==> src/include/timer16_pkg.sv <==
// Purpose: Shared constants and types for the 16-bit timer and its byte-bus controller
// Assumes: 8-bit byte bus between the two ends, 32-bit APB on the controller
// Notes: Byte addresses of the timer are on the byte bus; APB offsets are byte addresses
package timer16_pkg;
    // Byte-bus addresses of the timer
    localparam logic [3:0] ADDR_CTRL_A = 4'h0;
    localparam logic [3:0] ADDR_CTRL_B = 4'h1;
    localparam logic [3:0] ADDR_FLAGS = 4'h2;
    localparam logic [3:0] ADDR_MASK = 4'h3;
    localparam logic [3:0] ADDR_CNT_LO = 4'h4;
    localparam logic [3:0] ADDR_CAP_HI = 4'hd;
    // Word index of a 16-bit register, from (address - ADDR_CNT_LO) / 2
    localparam logic [2:0] IDX_CNT = 3'h0;
    localparam logic [2:0] IDX_CMP_A = 3'h1;
    localparam logic [2:0] IDX_CAP = 3'h4;
    localparam int NUM_CMP = 3;
    // Control field positions
    localparam int WGM_A_LO = 0;
    localparam int WGM_A_HI = 1;
    localparam int CS_LO = 0;
    localparam int CS_HI = 2;
    localparam int WGM_B_LO = 3;
    localparam int WGM_B_HI = 4;
    // Flag and mask bits
    localparam int FLAG_OVF = 0;
    localparam int FLAG_CAP = 1;
    // Counter values
    localparam logic [15:0] VAL_BOTTOM = 16'h0000;
    localparam logic [15:0] VAL_MAX = 16'hffff;
    localparam logic [15:0] VAL_TOP8 = 16'h00ff;
    localparam logic [15:0] VAL_TOP9 = 16'h01ff;
    localparam logic [15:0] VAL_TOP10 = 16'h03ff;
    localparam logic [7:0] RST_BYTE = 8'h00;
    localparam logic [15:0] RST_WORD = 16'h0000;
    // Clock source codes and prescaler masks (tick when masked prescaler is all ones)
    localparam logic [2:0] CS_STOP = 3'h0;
    localparam logic [2:0] CS_EXT_FALL = 3'h6;
    localparam logic [2:0] CS_EXT_RISE = 3'h7;
    localparam logic [9:0] PRESC_MASK [0:5] = '{10'h000, 10'h000, 10'h007,
                                               10'h03f, 10'h0ff, 10'h3ff};
    // Overflow point kinds
    localparam logic [1:0] OVF_AT_MAX = 2'h0;
    localparam logic [1:0] OVF_AT_TOP = 2'h1;
    localparam logic [1:0] OVF_AT_BOTTOM = 2'h2;
    // Controller APB map
    localparam logic [7:0] APB_DATA = 8'h00;
    localparam logic [7:0] APB_CMD = 8'h04;
    localparam logic [7:0] APB_RESULT = 8'h08;
    localparam logic [7:0] APB_IRQ_STATUS = 8'h0c;
    localparam logic [7:0] APB_IRQ_CLEAR = 8'h10;
    localparam logic [7:0] APB_IRQ_ENABLE = 8'h14;
    localparam int CMD_READ = 8;
    localparam int CMD_WIDE = 9;
    localparam int RESULT_BUSY = 16;
    localparam int IRQ_DONE = 0;
    localparam int IRQ_DEV = 1;
    typedef enum logic [1:0] {
        CTL_IDLE = 2'b00,
        CTL_FIRST = 2'b01,
        CTL_SECOND = 2'b10,
        CTL_LAST = 2'b11
    } ctl_state_type;
endpackage : timer16_pkg

==> src/include/byte_bus_if.sv <==
// Purpose: 8-bit byte bus between the controller and the timer
// Assumes: One access per cycle; read data returns one cycle after the strobe
// Notes: Strobes last one cycle per byte, so a 16-bit transfer holds one high for two cycles
`timescale 1ns/1ps
`default_nettype none
interface byte_bus_if;
    logic [3:0] addr;
    logic [7:0] wdata;
    logic wr_en;
    logic rd_en;
    logic [7:0] rdata;
    modport dev (input addr, input wdata, input wr_en, input rd_en, output rdata);
    modport ctl (output addr, output wdata, output wr_en, output rd_en, input rdata);
endinterface : byte_bus_if
`default_nettype wire

==> src/core/timer16_counter.sv <==
// Purpose: 16-bit up/down timer with shared high-byte staging over an 8-bit bus
// Assumes: Bus strobes synchronous to pclk; ext_clock_in synchronous to pclk
// Notes: Top and bottom outputs track the counter value as it stands
//
// Chosen here: the placing of the registers and the APB register port.
`timescale 1ns/1ps
`default_nettype none
module timer16_counter
    import timer16_pkg::*;
(
    input wire logic pclk,
    input wire logic presetn,
    byte_bus_if.dev bus,
    input wire logic ext_clock_in,
    input wire logic capture_in,
    output logic top_out,
    output logic bottom_out,
    output logic irq_out
);
    logic [7:0] ctrl_a_q;
    logic [7:0] ctrl_b_q;
    logic [7:0] flags_q;
    logic [7:0] mask_q;
    logic [7:0] stage_q;
    logic [7:0] rdata_q;
    logic [15:0] count_value_q;
    logic [15:0] count_value_d;
    logic [15:0] capture_value_q;
    logic [15:0] compare_values_q [0:NUM_CMP-1];
    logic dir_down_q;
    logic ext_prev_q;
    logic [9:0] presc_q;
    logic top_q;
    logic bottom_q;
    logic irq_q;

    logic [3:0] wave_mode_field;
    logic [2:0] clock_source_field;
    logic [3:0] addr_off;
    logic [2:0] word_idx;
    logic is_word;
    logic is_lo;
    logic is_hi;
    logic [15:0] word_sel;
    logic timer_tick;
    logic [15:0] top_value;
    logic up_down;
    logic [1:0] ovf_kind;
    logic ovf_event;
    logic cnt_write;
    logic dir_down_d;
    logic cap_locked;

    assign clock_source_field = ctrl_b_q[CS_HI:CS_LO];
    assign wave_mode_field = {ctrl_b_q[WGM_B_HI:WGM_B_LO], ctrl_a_q[WGM_A_HI:WGM_A_LO]};

    // Byte address decode for the word registers
    assign addr_off = bus.addr - ADDR_CNT_LO;
    assign word_idx = addr_off[3:1];
    assign is_word = (bus.addr >= ADDR_CNT_LO) && (bus.addr <= ADDR_CAP_HI);
    assign is_lo = is_word && !bus.addr[0];
    assign is_hi = is_word && bus.addr[0];
    assign cnt_write = bus.wr_en && is_lo && (word_idx == IDX_CNT);

    always_comb begin
        case (word_idx)
            IDX_CNT: word_sel = count_value_q;
            IDX_CAP: word_sel = capture_value_q;
            default: word_sel = compare_values_q[2'(word_idx - IDX_CMP_A)];
        endcase
    end

    // Mode decode: top value, count sequence and overflow point
    always_comb begin
        top_value = VAL_MAX;
        up_down = 1'b0;
        ovf_kind = OVF_AT_MAX;
        case (wave_mode_field)
            4'h1: begin top_value = VAL_TOP8; up_down = 1'b1; ovf_kind = OVF_AT_BOTTOM; end
            4'h2: begin top_value = VAL_TOP9; up_down = 1'b1; ovf_kind = OVF_AT_BOTTOM; end
            4'h3: begin top_value = VAL_TOP10; up_down = 1'b1; ovf_kind = OVF_AT_BOTTOM; end
            4'h4: top_value = compare_values_q[0];
            4'h5: begin top_value = VAL_TOP8; ovf_kind = OVF_AT_TOP; end
            4'h6: begin top_value = VAL_TOP9; ovf_kind = OVF_AT_TOP; end
            4'h7: begin top_value = VAL_TOP10; ovf_kind = OVF_AT_TOP; end
            4'h8, 4'ha: begin
                top_value = capture_value_q;
                up_down = 1'b1;
                ovf_kind = OVF_AT_BOTTOM;
            end
            4'h9, 4'hb: begin
                top_value = compare_values_q[0];
                up_down = 1'b1;
                ovf_kind = OVF_AT_BOTTOM;
            end
            4'hc: top_value = capture_value_q;
            4'he: begin top_value = capture_value_q; ovf_kind = OVF_AT_TOP; end
            4'hf: begin top_value = compare_values_q[0]; ovf_kind = OVF_AT_TOP; end
            default: top_value = VAL_MAX;
        endcase
    end

    // Capture register defines top in these modes, so external captures are blocked
    assign cap_locked = (wave_mode_field == 4'h8) || (wave_mode_field == 4'ha) ||
                        (wave_mode_field == 4'hc) || (wave_mode_field == 4'he);

    // Prescaler runs only while a source is selected
    always_ff @(posedge pclk or negedge presetn) begin
        if (!presetn) begin
            presc_q <= 10'h000;
        end else if (clock_source_field == CS_STOP) begin
            presc_q <= 10'h000;
        end else begin
            presc_q <= presc_q + 10'h001;
        end
    end

    always_ff @(posedge pclk or negedge presetn) begin
        if (!presetn) begin
            ext_prev_q <= 1'b0;
        end else begin
            ext_prev_q <= ext_clock_in;
        end
    end

    always_comb begin
        case (clock_source_field)
            CS_STOP: timer_tick = 1'b0;
            CS_EXT_FALL: timer_tick = ext_prev_q && !ext_clock_in;
            CS_EXT_RISE: timer_tick = !ext_prev_q && ext_clock_in;
            default: begin
                timer_tick = (presc_q & PRESC_MASK[clock_source_field]) ==
                             PRESC_MASK[clock_source_field];
            end
        endcase
    end

    // Next count and direction
    always_comb begin
        count_value_d = count_value_q;
        dir_down_d = dir_down_q;
        ovf_event = 1'b0;
        if (timer_tick) begin
            if (!up_down) begin
                dir_down_d = 1'b0;
                count_value_d = (count_value_q == top_value) ? VAL_BOTTOM
                                                            : count_value_q + 16'h0001;
            end else if (!dir_down_q && (count_value_q >= top_value)) begin
                dir_down_d = 1'b1;
                count_value_d = count_value_q - 16'h0001;
            end else if (dir_down_q && (count_value_q == VAL_BOTTOM)) begin
                dir_down_d = 1'b0;
                count_value_d = count_value_q + 16'h0001;
            end else begin
                count_value_d = dir_down_q ? count_value_q - 16'h0001
                                           : count_value_q + 16'h0001;
            end
            case (ovf_kind)
                OVF_AT_TOP: ovf_event = (count_value_q == top_value);
                OVF_AT_BOTTOM: ovf_event = dir_down_q && (count_value_q == VAL_BOTTOM);
                default: ovf_event = (count_value_q == VAL_MAX);
            endcase
        end
        if (cnt_write) begin
            count_value_d = {stage_q, bus.wdata};
        end
    end

    always_ff @(posedge pclk or negedge presetn) begin
        if (!presetn) begin
            count_value_q <= RST_WORD;
            dir_down_q <= 1'b0;
        end else begin
            count_value_q <= count_value_d;
            dir_down_q <= dir_down_d;
        end
    end

    // Staging byte: high writes land here, low reads of count and capture refill it
    always_ff @(posedge pclk or negedge presetn) begin
        if (!presetn) begin
            stage_q <= RST_BYTE;
        end else if (bus.wr_en && is_hi) begin
            stage_q <= bus.wdata;
        end else if (bus.rd_en && is_lo && (word_idx == IDX_CNT || word_idx == IDX_CAP)) begin
            stage_q <= word_sel[15:8];
        end
    end

    genvar gi;
    generate
        for (gi = 0; gi < NUM_CMP; gi++) begin : g_cmp
            always_ff @(posedge pclk or negedge presetn) begin
                if (!presetn) begin
                    compare_values_q[gi] <= RST_WORD;
                end else if (bus.wr_en && is_lo && (word_idx == IDX_CMP_A + 3'(gi))) begin
                    compare_values_q[gi] <= {stage_q, bus.wdata};
                end
            end
        end
    endgenerate

    always_ff @(posedge pclk or negedge presetn) begin
        if (!presetn) begin
            capture_value_q <= RST_WORD;
        end else if (bus.wr_en && is_lo && (word_idx == IDX_CAP)) begin
            capture_value_q <= {stage_q, bus.wdata};
        end else if (capture_in && !cap_locked) begin
            capture_value_q <= count_value_q;
        end
    end

    always_ff @(posedge pclk or negedge presetn) begin
        if (!presetn) begin
            ctrl_a_q <= RST_BYTE;
            ctrl_b_q <= RST_BYTE;
            mask_q <= RST_BYTE;
        end else if (bus.wr_en) begin
            if (bus.addr == ADDR_CTRL_A) ctrl_a_q <= bus.wdata;
            if (bus.addr == ADDR_CTRL_B) ctrl_b_q <= bus.wdata;
            if (bus.addr == ADDR_MASK) mask_q <= bus.wdata;
        end
    end

    // Writing one clears a flag; a same-cycle event still sets it
    always_ff @(posedge pclk or negedge presetn) begin
        if (!presetn) begin
            flags_q <= RST_BYTE;
        end else begin
            for (int i = 0; i < 8; i++) begin
                if ((i == FLAG_OVF && ovf_event) ||
                    (i == FLAG_CAP && capture_in && !cap_locked)) begin
                    flags_q[i] <= 1'b1;
                end else if (bus.wr_en && bus.addr == ADDR_FLAGS && bus.wdata[i]) begin
                    flags_q[i] <= 1'b0;
                end
            end
        end
    end

    // Read data registered: answer one cycle after the strobe
    always_ff @(posedge pclk or negedge presetn) begin
        if (!presetn) begin
            rdata_q <= RST_BYTE;
        end else if (bus.rd_en) begin
            if (is_lo) begin
                rdata_q <= word_sel[7:0];
            end else if (is_hi) begin
                rdata_q <= (word_idx == IDX_CNT || word_idx == IDX_CAP) ? stage_q
                                                                     : word_sel[15:8];
            end else begin
                case (bus.addr)
                    ADDR_CTRL_A: rdata_q <= ctrl_a_q;
                    ADDR_CTRL_B: rdata_q <= ctrl_b_q;
                    ADDR_FLAGS: rdata_q <= flags_q;
                    ADDR_MASK: rdata_q <= mask_q;
                    default: rdata_q <= RST_BYTE;
                endcase
            end
        end
    end

    // Top and bottom follow the value the counter holds after this edge; irq follows flags and mask
    always_ff @(posedge pclk or negedge presetn) begin
        if (!presetn) begin
            top_q <= 1'b0;
            bottom_q <= 1'b1;
            irq_q <= 1'b0;
        end else begin
            top_q <= (count_value_d == top_value);
            bottom_q <= (count_value_d == VAL_BOTTOM);
            irq_q <= |(flags_q & mask_q);
        end
    end

    assign bus.rdata = rdata_q;
    assign top_out = top_q;
    assign bottom_out = bottom_q;
    assign irq_out = irq_q;
endmodule : timer16_counter
`default_nettype wire

==> src/flat_wrapper.sv <==
// flat-port wrapper written by rule: the top's interface ports become plain ports
module timer16_counter_flat import timer16_pkg::*;
  (pclk, presetn, ext_clock_in, capture_in, top_out, bottom_out, irq_out, bus_addr, bus_wdata, bus_wr_en, bus_rd_en, bus_rdata);
  byte_bus_if bus_i ();
  input wire logic pclk;
  input wire logic presetn;
  input wire logic ext_clock_in;
  input wire logic capture_in;
  output logic top_out;
  output logic bottom_out;
  output logic irq_out;
  input wire logic [$bits(bus_i.addr)-1:0] bus_addr;
  input wire logic [$bits(bus_i.wdata)-1:0] bus_wdata;
  input wire logic [$bits(bus_i.wr_en)-1:0] bus_wr_en;
  input wire logic [$bits(bus_i.rd_en)-1:0] bus_rd_en;
  output wire logic [$bits(bus_i.rdata)-1:0] bus_rdata;
  assign bus_i.addr = bus_addr;
  assign bus_i.wdata = bus_wdata;
  assign bus_i.wr_en = bus_wr_en;
  assign bus_i.rd_en = bus_rd_en;
  assign bus_rdata = bus_i.rdata;
  timer16_counter u_core (.pclk(pclk), .presetn(presetn), .bus(bus_i), .ext_clock_in(ext_clock_in), .capture_in(capture_in), .top_out(top_out), .bottom_out(bottom_out), .irq_out(irq_out));
endmodule
==> config.mk <==
export PLATFORM = sky130hd
export DESIGN_NAME = timer16_counter_flat
export DESIGN_NICKNAME = d
export VERILOG_FILES = /design/src/include/timer16_pkg.sv /design/src/include/byte_bus_if.sv /design/src/core/timer16_counter.sv /design/src/flat_wrapper.sv
export SDC_FILE = /design/constraint.sdc
export NUM_CORES = 1
export LEC_CHECK = 0
export ABC_AREA = 1
export BUFFER_PORTS_ARGS = -buffer_cell sky130_fd_sc_hd__buf_2
export CAP_MARGIN = 5
export CELL_PAD_IN_SITES_DETAIL_PLACEMENT = 0
export CELL_PAD_IN_SITES_GLOBAL_PLACEMENT = 1
export CORE_AREA = 3 3 143 145
export CTS_CLUSTER_DIAMETER = 200
export CTS_CLUSTER_SIZE = 28
export DETAILED_ROUTE_END_ITERATION = 12
export DIE_AREA = 0 0 146 148
export HOLD_SLACK_MARGIN = 0.06
export PLACE_DENSITY_LB_ADDON = 0.3
export REMOVE_ABC_BUFFERS = 1
export SKIP_CTS_REPAIR_TIMING = 1
export SLEW_MARGIN = 20
export SYNTH_ARGS = -nofsm -noshare
export SYNTH_HDL_FRONTEND = slang
export SYNTH_SLANG_ARGS = --single-unit
==> constraint.sdc <==
create_clock -name pclk -period 4.4 [get_ports pclk]
set_clock_uncertainty 0.2 [all_clocks]
set_input_delay 0.44 -clock pclk [delete_from_list [all_inputs] [get_ports pclk]]
set_output_delay 0.44 -clock pclk [all_outputs]
set_load 0.05 [all_outputs]
==> impl_results.md <==
* Number of enable flip-flop cells after synthesis at 0
* WP data arrival at 4.29 ns
* DRT antenna net count at 0
* Static leakage at 4.88 nW
* Max Cap Viol at 0
* Area grow syn2layout at 13.5%
* Remaining DRCs at 0
* Root Driver: clkbuf_16
* Largest family of logic cells by synthesized area: simple AND/OR/NAND/NOR gates
* Worst skew pair latency at 0.43 ns
* Max-slew violations at 0
* Final Hold Viols at 0
* Post-Synth XOR/XNOR Area at 0.0188
* Post-DP Area at 9350 µm²
* Placeable Area at 19300 µm²
* Seq pwr share at 0.316
* Port bufs at 28
* N_diodes at 0
* Initial core utilization at 0.459
* Total number of vias at 8730
* Final Setup Violations at 0
* Ranking of synthesized cells by area: dfrtp_1 38%, nand2_1 15%, o21ai_0 7.0%
* Hold Crit Class: in -> reg
* Yosys top cell by area: dfrtp_1
* Final period util at 0.942
* Clk slew on worst S/H paths at 0.06 ns
* R2R depth at 31
* Post-synthesis adder-cell area fraction at 0.0395
* Crit path max fanout at 13
* Reg2reg start: u_core.ctrl_a_q[0]$_DFFE_PN0P_
* Final WL at 29.9 mm
* Setup slack, reg-to-reg at 0.26 ns
* CP startpoint kind: flop
* Yosys reg bits at 137
* GRT overflow at 0
* Post-Syn Area at 8870 µm²
* Initial antenna violation count at 0
* Relative slew slack at 0.498
* Post-DR wirelength/cell at 19.2 µm
* Reg area at 3430 µm²
* Sw Ratio at 0.451
* Top_reg_cell synth: dfrtp_1
* Filler cell count at 1940
* # rows at 51
* Simple-Gate Fraction of Synth Area at 0.291
* CTS sink cnt at 137
* Clock buffer depth at 2
* Synth top area share at 0.384
* First-pass GRT wire length at 47.0 mm
* Comb power frac at 0.453
* Fin area at 10100 µm²
* Cells after Synth at 1246
* Clk network pwr share at 0.231
* Slowest stage cell, crit path: dfrtp_2
* Mux contribution to synthesized area at 0
* FMAX at 0.241 GHz
* Vias per inst at 5.61
* Dpl hpwl at 22.1 mm
* GR Util All Layers at 0.279
* GP Congestion at 0.944
* Largest net degree at the start of global routing at 70
* Slowest stage delay, CP at 0.47 ns
* Worst endpoint required time at 4.55 ns
* Most used cell, CP: nand2_1
* Io pins at 29
* Distinct cells, synth at 45
* Max VDD drop at 0.373 mV
* Synth warn at 0
* Asr flop ratio synth at 1.00
* Worst Setup End Kind: flop
* Die X at 146 µm
* Outcome: finished, final reports clean
* Seq/Total Area, Yosys at 0.387
* Avg Inst Size Synth at 7.12 µm²
* CTS tree: done
* Final core occ at 0.521
* Cell-internal power at 0.00344 W
* R2r endpoint: u_core.top_out$_DFF_PN0_
* H-tree depth at 4
* Num CTS Buffers at 17
* Critical Path Source: u_core.ctrl_a_q[0]$_DFFE_PN0P_
* Die Area at 21600 µm²
* DRT Pass-1 Iters at 6
* Minimum clock period at 4.14 ns
* Final nets at 1326
* Iter 0 DRT Violations at 875
* Switch Pwr at 0.00282 W
* Worst Max-Slew Pin Slew at 0.749 ns
* PD cells at 622 nW/µm²
* Multi-input combinational cell area at 4720 µm²
* Vias in the first global route at 8221
* Post-synthesis compound-gate area fraction at 0.175
* Die height at 148 µm
* Share of cells above drive strength 1 at 0.122
* Worst setup endpoint: u_core.top_out$_DFF_PN0_
* Critical path type: reg -> reg
metrics by stage:
| step | instances | setup TNS, ns | total power [W] | hold slack (ns) | setup WS [ns] |
|---|---|---|---|---|---|
| global placement | 1518 | 0 | 0.00464 | 0.260 | 0.251 |
| global route | 1555 | -0.0639 | 0.00672 | 0.173 | -0.0639 |
| CTS | 1547 | 0 | 0.00611 | -0.149 | 0.159 |
| floorplan | 1197 | 0 | 0.00375 | -0.0556 | 0.873 |
| finish | 1555 | 0 | 0.00626 | 0.132 | 0.257 |
| detailed placement | 1518 | 0 | 0.00466 | 0.268 | 0.174 |
sequential cells by signal (all words and copies together), names as in the netlist, 2 cells and up:
register / cells
u_core.flags_q: 2
u_core.presc_q: 10
u_core.count_value_q: 16
u_core.mask_q: 8
u_core.compare_values_q: 48
u_core.capture_value_q: 16
u_core.stage_q: 8
u_core.ctrl_a_q: 8
u_core.ctrl_b_q: 8
u_core.bus.rdata: 8
area by class of cell:
cell class,instances,area share
Tap cell,265,0.0329
Inverter,153,0.0579
Sequential cell,137,0.341
Timing Repair Buffer,64,0.0419
Multi-Input combinational cell,907,0.469
Clock inverter,7,0.0119
Clock buffer,22,0.0451
metal layers:
layer / vias to the layer above / GRT usage / wire [µm]
li1: 4173 / - / -
met1: 4158 / 0.413 / 14000
met2: 351 / 0.421 / 12900
met3: 48 / 0.0558 / 2240
met4: 0 / 0.0743 / 708
met5: - / 0 / 0
how the worst min path moves through the flow:
stage,end,start,cells past startpoint
2_1_floorplan,u_core.bus.rdata[0]$_DFFE_PN0P_,presetn,0
3_3_place_gp,u_core.compare_values_q[25]$_DFFE_PN0P_,u_core.compare_values_q[25]$_DFFE_PN0P_,2
3_5_place_dp,u_core.compare_values_q[29]$_DFFE_PN0P_,u_core.compare_values_q[29]$_DFFE_PN0P_,2
4_1_cts,u_core.presc_q[5]$_DFF_PN0_,presetn,1
5_1_grt,u_core.stage_q[4]$_DFFE_PN0P_,bus_wdata[4],3
6_report,u_core.stage_q[5]$_DFFE_PN0P_,bus_wdata[5],3
Yosys cell counts (2+ instances only):
| master | n |
|---|---|
| o221ai_1 | 17 |
| buf_1 | 2 |
| xor2_1 | 17 |
| nor4_2 | 3 |
| nand4_1 | 8 |
| nor2_1 | 90 |
| inv_2 | 17 |
| a21oi_1 | 53 |
| a21o_1 | 2 |
| nor3_1 | 10 |
| inv_1 | 132 |
| clkinv_1 | 3 |
| a221oi_1 | 6 |
| o311ai_0 | 8 |
| nand2_4 | 2 |
| nand3b_1 | 5 |
| xnor2_1 | 2 |
| a21oi_2 | 2 |
| o22ai_1 | 29 |
| o21ai_1 | 13 |
| buf_4 | 2 |
| clkbuf_1 | 31 |
| a31oi_1 | 2 |
| nor2_2 | 9 |
| o21ai_0 | 124 |
| o211ai_1 | 11 |
| nor3_2 | 4 |
| nor2_4 | 4 |
| nand2_1 | 356 |
| buf_2 | 12 |
| nand2_2 | 14 |
| dfrtp_1 | 136 |
| nand3_2 | 3 |
| nand3_1 | 79 |
| ha_1 | 28 |
kinds of logic (layout without fill, tap and decap cells):
group / count (synthesis) / in the layout
and+or+nand+nor: 591 / 591
AOI/OAI and AO/OA: 269 / 269
buffers and inverters: 202 / 246
DFF: 137 / 137
adders and majority gates: 28 / 28
xor gates and xnor gates: 19 / 19
power groups by stage:
stage	Sequential [W]	Combinational (W)	Clock, W
after detailed placement	0.00198	0.00268	0
after global routing	0.00202	0.00318	0.00151
final	0.00198	0.00283	0.00144
after CTS	0.00196	0.00270	0.00146
after floorplan	0.00193	0.00183	0
after global placement	0.00197	0.00266	0
placed cells by master, fill, tap and decap left out, types with 3 or more instances in the layout:
master,instances
nand2_4,4
ha_1,28
nor3_1,10
inv_2,16
clkbuf_1,4
clkinv_1,3
bufinv_16,3
nand3b_1,5
nor2_2,10
nand2_2,12
nand2_1,356
clkbuf_16,17
o21ai_0,124
o311ai_0,8
a221oi_1,3
nor2_1,88
nor3_2,3
o221ai_1,17
inv_1,132
o21ai_1,13
a21oi_1,53
xor2_1,17
o22ai_1,29
nor2_4,5
buf_2,27
buf_4,34
dfrtp_1,134
nand3_2,3
nand3_1,79
o211ai_1,11
nand4_1,8
critical path: cells and delay by family (launching register included):
family | cells | cell delay [ns]
adders and majority gates | 1 | 0.23
buffers and inverters | 4 | 0.45
AOI/OAI and AO/OA | 3 | 0.36
DFF | 1 | 0.47
and+or+nand+nor | 23 | 2.33
No activity file was read; power rests on OpenSTA's default activity.
